===== src/design/acc_pkg.sv =====
package acc_pkg;

    // Register-file offsets
    localparam logic [6:0] ACC_RF_JUDGE_ADDR  = 7'h06;
    localparam logic [6:0] ACC_RF_CHSEL_ADDR  = 7'h14;
    // Peripheral offset of the compare code register
    localparam logic [7:0] ACC_PER_CODE_ADDR  = 8'h02;

    // Field layout and widths
    localparam int         ACC_CHAN_COUNT     = 6;
    localparam int         ACC_PORT_A_WIDTH   = 4;
    localparam int         ACC_PORT_B_WIDTH   = 2;
    localparam int         ACC_PORT_A_FIRST   = 2;
    localparam int         ACC_CODE_WIDTH     = 6;
    localparam int         ACC_JUDGE_BIT      = 0;

    // Values after reset
    localparam logic [3:0] ACC_CHSEL_RESET    = 4'h7;
    localparam logic [5:0] ACC_CODE_RESET     = 6'h00;
    localparam logic [3:0] ACC_RF_RDATA_RESET = 4'h0;
    localparam logic [15:0] ACC_PER_RDATA_RESET = 16'h0000;

    // Register-file access, 4-bit nibble data
    typedef struct packed {
        logic       wr;
        logic       rd;
        logic [6:0] addr;
        logic [3:0] wdata;
    } acc_rf_req_t;

    // Peripheral access, data moves through the 16-bit transfer buffer
    typedef struct packed {
        logic        wr;
        logic        rd;
        logic [7:0]  addr;
        logic [15:0] transfer_buffer;
    } acc_per_req_t;

endpackage


===== src/design/acc_adc_control.sv =====
// Summary of operation
// - Channel select is a 4-bit read/write register at 14H with its top bit tied to zero.
// - Channel codes 0 to 5 route analog inputs 0 to 5 to the comparator.
// - Channel codes 6 and 7 route nothing and leave every shared pin a plain input.
// - At most one shared pin reaches the converter at any time.
// - Every shared pin not selected stays readable as a general-purpose input.
// - A first-port pin loses its pull-down as soon as it is selected.
// - Every unselected first-port pin keeps its pull-down.
// - The comparator outcome is readable through the compare judge register at 06H.
// - The result is one bit, 1 for true and 0 for false.
// - The tap multiplexer is driven by the 6-bit compare code at peripheral 02H.
// - There are 64 compare levels, one resistor-string tap per code value.
// - The resistor string is powered only while the compare judge register is read.
// - Only the low six bits of the transfer buffer enter the compare code.
// - First-port pins are pulled down while serving as general-purpose inputs.
// - A shared input pin reads 1 when high and 0 when low.
module acc_adc_control
    import acc_pkg::*;
(
    input  wire logic                        ref_clk_i,
    input  wire logic                        rst_n_i,
    input  wire logic                        ce_reset_i,
    input  wire logic                        clock_stop_i,
    input  wire acc_rf_req_t                 rf_req_i,
    output logic [3:0]                       rf_rdata_o,
    input  wire acc_per_req_t                per_req_i,
    output logic [15:0]                      per_rdata_o,
    input  wire logic [ACC_PORT_A_WIDTH-1:0] shared_port_a_i,
    input  wire logic [ACC_PORT_B_WIDTH-1:0] shared_port_b_i,
    output logic [ACC_PORT_A_WIDTH-1:0]      shared_port_a_level_o,
    output logic [ACC_PORT_B_WIDTH-1:0]      shared_port_b_level_o,
    output logic [ACC_CHAN_COUNT-1:0]        chan_route_o,
    output logic [ACC_PORT_A_WIDTH-1:0]      pulldown_en_o,
    output logic [ACC_CODE_WIDTH-1:0]        tap_sel_o,
    output logic                             rstring_power_o,
    input  wire logic                        comparator_i
);

    // One-hot routing from a channel code; codes 6 and 7 give nothing
    function automatic logic [ACC_CHAN_COUNT-1:0] chan_onehot(
        input logic [2:0] code
    );
        logic [ACC_CHAN_COUNT-1:0] hot;
        hot = '0;
        for (int i = 0; i < ACC_CHAN_COUNT; i++) begin
            if (code == 3'(i)) begin
                hot[i] = 1'b1;
            end
        end
        return hot;
    endfunction

    logic [3:0]                 chsel_reg;
    logic [3:0]                 chsel_next;
    logic [ACC_CODE_WIDTH-1:0]  code_reg;
    logic [ACC_CODE_WIDTH-1:0]  code_next;
    logic [3:0]                 rf_rdata_reg;
    logic [3:0]                 rf_rdata_next;
    logic [15:0]                per_rdata_reg;
    logic [15:0]                per_rdata_next;
    logic [ACC_PORT_A_WIDTH-1:0] port_a_reg;
    logic [ACC_PORT_B_WIDTH-1:0] port_b_reg;

    // Address decode
    wire chsel_hit  = (rf_req_i.addr == ACC_RF_CHSEL_ADDR);
    wire judge_hit  = (rf_req_i.addr == ACC_RF_JUDGE_ADDR);
    wire code_hit   = (per_req_i.addr == ACC_PER_CODE_ADDR);
    wire chsel_wr   = rf_req_i.wr && chsel_hit;
    wire judge_rd   = rf_req_i.rd && judge_hit;
    wire code_wr    = per_req_i.wr && code_hit;
    wire soft_reset = ce_reset_i || clock_stop_i;

    // CE reset and clock stop win over a write
    assign chsel_next = soft_reset ? ACC_CHSEL_RESET
                      : chsel_wr   ? {1'b0, rf_req_i.wdata[2:0]}
                      : chsel_reg;

    // low six bits of the buffer only
    assign code_next = code_wr ? per_req_i.transfer_buffer[ACC_CODE_WIDTH-1:0]
                     : code_reg;

    // string powered only during the judge read cycle
    assign rstring_power_o = judge_rd;

    // judge result captured while the string is powered
    // single result bit, others read zero
    assign rf_rdata_next = !rf_req_i.rd ? rf_rdata_reg
                         : judge_hit    ? {3'b000, comparator_i}
                         : chsel_hit    ? chsel_reg
                         : ACC_RF_RDATA_RESET;

    // Peripheral read returns the code; unmapped reads give zero
    assign per_rdata_next = !per_req_i.rd ? per_rdata_reg
                          : code_hit ? {10'h000, code_reg}
                          : ACC_PER_RDATA_RESET;

    // Control registers; reset leaves no channel selected
    always_ff @(posedge ref_clk_i or negedge rst_n_i) begin
        if (!rst_n_i) begin
            chsel_reg <= ACC_CHSEL_RESET;
            code_reg  <= ACC_CODE_RESET;
        end else begin
            chsel_reg <= chsel_next;
            code_reg  <= code_next;
        end
    end

    // Read data and pin levels, held in flops
    always_ff @(posedge ref_clk_i or negedge rst_n_i) begin
        if (!rst_n_i) begin
            rf_rdata_reg  <= ACC_RF_RDATA_RESET;
            per_rdata_reg <= ACC_PER_RDATA_RESET;
            port_a_reg    <= '0;
            port_b_reg    <= '0;
        end else begin
            rf_rdata_reg  <= rf_rdata_next;
            per_rdata_reg <= per_rdata_next;
            port_a_reg    <= shared_port_a_i;
            port_b_reg    <= shared_port_b_i;
        end
    end

    assign rf_rdata_o  = rf_rdata_reg;
    assign per_rdata_o = per_rdata_reg;

    // codes 6 and 7 route nothing
    // one-hot decode, so never two pins
    assign chan_route_o = chan_onehot(chsel_reg[2:0]);

    // tap select straight from the code register
    // six bits give all 64 taps
    assign tap_sel_o = code_reg;

    // pulled down while used as plain inputs
    genvar g;
    generate
        for (g = 0; g < ACC_PORT_A_WIDTH; g++) begin : g_pull
            assign pulldown_en_o[g] = ~chan_route_o[ACC_PORT_A_FIRST + g];
        end
    endgenerate

    // levels stay readable whatever the selection
    // high reads 1, low reads 0
    assign shared_port_a_level_o = port_a_reg;
    assign shared_port_b_level_o = port_b_reg;

    // Checks on the control paths; all in the core clock domain
    a_chsel_write: assert property (
        @(posedge ref_clk_i) disable iff (!rst_n_i)
        chsel_wr && !soft_reset |=> chsel_reg == {1'b0, $past(rf_req_i.wdata[2:0])})
        else $error("channel select did not take the write");

    a_chsel_msb: assert property (
        @(posedge ref_clk_i) disable iff (!rst_n_i)
        chsel_reg[3] == 1'b0)
        else $error("channel select top bit not zero");

    a_chan_route: assert property (
        @(posedge ref_clk_i) disable iff (!rst_n_i)
        chsel_wr && !soft_reset && rf_req_i.wdata[2:0] < 3'h6
        |=> chan_route_o == (6'h01 << $past(rf_req_i.wdata[2:0])))
        else $error("wrong channel routed");

    a_chan_unused: assert property (
        @(posedge ref_clk_i) disable iff (!rst_n_i)
        chsel_reg[2:1] == 2'b11 |-> chan_route_o == 6'h00 && pulldown_en_o == 4'hf)
        else $error("unused code routed a pin");

    a_soft_reset: assert property (
        @(posedge ref_clk_i) disable iff (!rst_n_i)
        soft_reset |=> chsel_reg[2:0] == 3'h7 && chan_route_o == 6'h00)
        else $error("soft reset left a channel selected");

    a_route_onehot: assert property (
        @(posedge ref_clk_i) disable iff (!rst_n_i)
        $onehot0(chan_route_o))
        else $error("more than one pin routed");

    a_pull_release: assert property (
        @(posedge ref_clk_i) disable iff (!rst_n_i)
        pulldown_en_o == ~chan_route_o[5:2])
        else $error("pull-down does not follow selection");

    // Second-port selection must leave every first-port pull-down on
    a_pull_port_b: assert property (
        @(posedge ref_clk_i) disable iff (!rst_n_i)
        chan_route_o[1:0] != 2'b00 |-> pulldown_en_o == 4'hf)
        else $error("pull-down released while second port selected");

    a_judge_read: assert property (
        @(posedge ref_clk_i) disable iff (!rst_n_i)
        judge_rd |=> rf_rdata_o == {3'b000, $past(comparator_i)})
        else $error("judge read returned wrong result");

    // Read data must stand until software issues the next read
    a_rdata_hold: assert property (
        @(posedge ref_clk_i) disable iff (!rst_n_i)
        !rf_req_i.rd |=> $stable(rf_rdata_o))
        else $error("register read data changed without a read");

    a_code_write: assert property (
        @(posedge ref_clk_i) disable iff (!rst_n_i)
        code_wr |=> tap_sel_o == $past(per_req_i.transfer_buffer[5:0]))
        else $error("compare code not taken from low buffer bits");

    // Tap must not move between code writes, soft reset included
    a_code_hold: assert property (
        @(posedge ref_clk_i) disable iff (!rst_n_i)
        !code_wr |=> $stable(tap_sel_o))
        else $error("tap select changed without a code write");

    a_string_power: assert property (
        @(posedge ref_clk_i) disable iff (!rst_n_i)
        rstring_power_o == (rf_req_i.rd && rf_req_i.addr == 7'h06))
        else $error("resistor string powered outside a judge read");

    a_pin_level: assert property (
        @(posedge ref_clk_i) disable iff (!rst_n_i)
        ##1 shared_port_a_level_o == $past(shared_port_a_i)
        && shared_port_b_level_o == $past(shared_port_b_i))
        else $error("pin level not reported");

endmodule


===== config.mk =====
export PLATFORM = sky130hd
export DESIGN_NAME = acc_adc_control
export DESIGN_NICKNAME = d
export VERILOG_FILES = /design/src/design/acc_pkg.sv /design/src/design/acc_adc_control.sv
export SDC_FILE = /design/constraint.sdc
export NUM_CORES = 1
export LEC_CHECK = 0
export BUFFER_PORTS_ARGS = -buffer_cell sky130_fd_sc_hd__buf_2
export CORE_MARGIN = 4
export CORE_UTILIZATION = 41
export CTS_CLUSTER_SIZE = 16
export DETAILED_ROUTE_END_ITERATION = 7
export GPL_TIMING_DRIVEN = 0
export PLACE_DENSITY = 0.84
export SLEW_MARGIN = 15
export SYNTH_ARGS = -nofsm -noshare
export SYNTH_HDL_FRONTEND = slang
export SYNTH_SLANG_ARGS = --single-unit

===== constraint.sdc =====
create_clock -name ref_clk_i -period 2.02 [get_ports ref_clk_i]
set_input_delay 0.202 -clock ref_clk_i [delete_from_list [all_inputs] [get_ports ref_clk_i]]
set_output_delay 0.202 -clock ref_clk_i [all_outputs]
set_load 0.005 [all_outputs]

After elaboration in Yosys (flattened, before gate mapping)
Index checks and enable logic that the tools add are counted.
Widths: inputs -> output; s select.
{ "classes": {"eq_ne": 8, "n_mux": 11, "bitwise": 4, "n_reduce_logical": 6} }
{ "ops": {"columns": ["op", "n"], "rows": [
  ["$mux 4", 4],
  ["$eq 8x2->1 const B", 1],
  ["$eq 7x3->1 const B", 1],
  ["$eq 7x5->1 const B", 1],
  ["$eq 3x2->1 const B", 2],
  ["$eq 3x3->1 const B", 2],
  ["$mux 1", 6],
  ["$mux 6", 1],
  ["$not 1->1", 4],
  ["$eq 3x1->1 const B", 1],
  ["$logic_and 1x1->1", 3],
  ["$logic_not 3->1", 1],
  ["$reduce_bool 2->1", 1],
  ["$logic_or 1x1->1", 1]
]} }
{ "totals": {"regBits": 36, "in_bits": 50, "wordCells": 35} }

Logic depth before layout (Yosys ltp)
{ "logic_depth": {"word_depth": 4, "ltp_mapped": 3} }

Worst setup path before layout
OpenSTA, ideal clock, no wires.
{ "synth_path": {"kind": "register to output", "startpoint": "register chsel_reg[1]", "endpoint": "output port chan_route_o[2]", "t_arrival_ns": 1.099, "required_ns": 1.818, "setup_slack_ns": 0.719, "path_stages_with_launch": 3, "cell_sequence": "dfstp_2 > or3b_2 > inv_1"} }
{ "synth_between": {"elab_chain_len": 2} }
{ "synth_lines": {"columns": ["item", "line_no", "source"], "rows": [
  ["from (decl)", "acc_adc_control.sv:53", "logic [3:0] chsel_reg;"],
  ["from (signal assigned)", "acc_adc_control.sv:103", "chsel_reg <= chsel_next;"],
  ["$eq 3x2->1", "acc_adc_control.sv:46", "if (code == 3'(i)) begin"],
  ["$mux 1", "acc_adc_control.sv:46", null],
  ["to (decl)", "acc_adc_control.sv:32", "output logic [ACC_CHAN_COUNT-1:0] chan_route_o,"]
]} }
Every way passes these cells.

Worst setup path in the final report
Ends and elaborated chain as after synthesis.

==> results.md <==
* Status: finished, final reports clean
* Final #Nets at 248
* Crit path capture type: primary output
* RSZ-0062 raised after global routing: no
* Crit Path Category: register to primary output
* Hold Vio Cnt, Final at 0
* Netlist area before placement at 1140 sq um
* Die X at 60.8 um
* Root buffer cell: clkbuf_4
* Fin Hold WS at around 120 ps
* TNS Setup at 0 ps
* Initial antenna violation count at 0
* CP max stage delay at around 620 ps
* Hold path startpoint: per_req_i[3]
* Area growth, synth to finish at 47.9%
* CP bufs+invs at 2
* Core ar. at 2570 sq um
* Die height at 60.8 um
* Register area share after synthesis at 0.528
* Post-Syn Instances at 106
* Post-CTS Setup Bufs at 0
* Largest delay share family, worst path: flip-flops
* Commonest register cell after synthesis: dfrtp_1
* Syn avg cell area at around 11 sq um
* Post-synth top area share at 0.459
* Pins Over Slew Limit at 0
* Placed Cells at 216
* Total wire length at 3.09 mm
* Synth unique cells at 27
* Die area at 3700 sq um
* Tmin final at roughly 1800 ps
* Worst Hold Depth at 2
* ANT cells at 0
* CP Depth at 3
* Setup Skew at about 1.3 ps
* Worst-path clk slew at 130 ps
* CTS tree: yes
* Clock Sinks at 24
* Setup Viol. Count Final at 0
* Port bufs at 70
* Vias in the first global route at about 1000
* Flops & latches, synth at 24
* First-pass GRT wire length at 4.61 mm
* Worst-Margin Slew at between 500 and 600 ps
* Peak supply drop at 0.518 mV
* Total GRT Usage at 0.166
* Worst rel slew slack at 0.633
* Clock Tree Buf Depth at 2
* Post-synth EDFFs at 0
* Synth Warn # at 0
* Critical path arrival at 1570 ps
* Most common library cells after synthesis: 21 x dfrtp_1, 13 x nand2_1, 12 x inv_1, 11 x buf_4, 8 x o22ai_1
* Worst-path maximum fanout at 8
* Drt wl/cell at 13.6 um
* Reg-to-reg endpoint: rf_rdata_o[0]
* Largest area contributor in the netlist: dfrtp_1
* Crit-path cells: or3b_2 -> inv_1 -> buf_2
* Global route overflow at 0
* Worst skew pair latency at roughly 310 ps
* FFs w/ async S/R, synth at 1.00
* Dpl hpwl at 2.49 mm
* Row cnt at 18
* F_max at roughly 0.56 GHz
* Htree depth at 1
* Count leader, synth: dfrtp_1
* Via density at 4.84
* Final Cycle Share at 0.877
* FF-to-FF setup slack at 1020 ps
* LEAKAGE at between 0.0009 and 0.001 uW
* Largest net degree at the start of global routing at 25
* Tot Pwr at 967 uW
* Post-DP Area at 1570 sq um
* Top Ports at 93
* CTS buffer count at 3
* Hold EP: tap_sel_o[3]
* Post-route cell area at 1690 sq um
* CP startpoint kind: register
* DRC at 0
* Final cell count without fillers at 227
* Layout cell share with drive strength beyond 1 at 0.513
* ANT nets after route at 0
* Synth top area cells: dfrtp_1 46%, buf_4 7.2%, dfstp_2 6.9%
* R2r startpoint: chsel_reg[0]
* Routability cong. at 0.806
* Initial drt markers at 24
* Power Density at about 570 nW/um^2
* Worst Path Required at 1820 ps
* Via count at 1098
* Slowest CP cell: dfstp_2
* Hold Path Class: input pin to register
* Reg2Reg Depth at 2
* Starting density of the core at 0.446
* Max Cap Viol at 0
* Detailed-router iteration count before antenna repair at 4
## metrics by stage
| stage | setup slack [ps] | utilization |
|---|---|---|
| 2_1_floorplan | 719 | - |
| 3_5_place_dp | 593 | 0.612 |
| 5_1_grt | 187 | 0.659 |
| 3_3_place_gp | 633 | 0.612 |
| 6_report | 248 | 0.659 |
| 4_1_cts | 234 | 0.655 |
## layer usage
metal,vias to the layer above,part of all wire,wire [um],GRT usage
met4,0,0.020,62,0.0836
li1,525,-,-,-
met5,-,0,0,0
met1,526,0.34,1060,0.184
met2,41,0.59,1810,0.321
met3,6,0.049,152,0.00213
## area by class of cell
cell class / count / area [sq um]
clock buffer: 3 / 22.5
clock inverter: 1 / 30.0
fill: 212 / 875
buffer: 12 / 86.3
multi-input combinational: 68 / 447
timing repair buffer: 77 / 420
sequential: 24 / 604
inverter: 12 / 45.0
tap: 30 / 37.5
## how the worst max path moves through the flow
stage                     slack (ps)         start               to
final                            250  chsel_reg[1]  chan_route_o[2]
after global routing             190  chsel_reg[1]  chan_route_o[2]
after CTS                        230  chsel_reg[1]  chan_route_o[2]
after detailed placement         590  chsel_reg[1]  chan_route_o[2]
after global placement           630  chsel_reg[1]  chan_route_o[2]
after floorplan                  720  chsel_reg[1]  chan_route_o[2]
## report_power, final
group	internal (uW)	switching [uW]
Combinational	71.0	57.3
Clock	200	139
Sequential	493	6.58
Total	764	203
## cell usage in the layout (no fill, tap or decap)
cell / instances
o21ai_1: 3
nor3b_1: 1
nand3_2: 1
nand3b_1: 2
conb_1: 11
buf_2: 70
nor4_1: 1
o2bb2ai_1: 1
o22ai_1: 8
or3b_2: 1
nand3_1: 7
nor4_4: 1
or4b_1: 1
inv_1: 12
a41o_2: 1
nor4b_1: 1
nor2_1: 2
clkbuf_1: 1
dfrtp_1: 21
clkbuf_4: 3
buf_4: 11
nor2b_1: 2
bufinv_16: 1
dfstp_2: 3
dlygate4sd3_1: 7
nor4b_4: 1
and4bb_2: 1
or4bb_4: 1
nor3_1: 2
nand2_1: 13
mux2_2: 6
## kinds of logic (layout without fill, tap and decap cells)
family	after synthesis	in the layout	share of synthesized area
AO/OA/AOI/OAI	13	13	0.0743
buffers and inverters	24	105	0.115
flip-flops	24	24	0.528
multiplexers	6	6	0.0590
other	1	11	0.00328
AND/OR/NAND/NOR	38	38	0.221
## repair_timing
| action | in CTS | in global routing |
|---|---|---|
| hold buffers | 6 | 1 |
| resized for setup | 0 | 0 |
| setup endpoints to repair | 0 | 0 |
| endpoints found under the hold margin | 26 | 1 |
(Power assumes the default switching activity.)
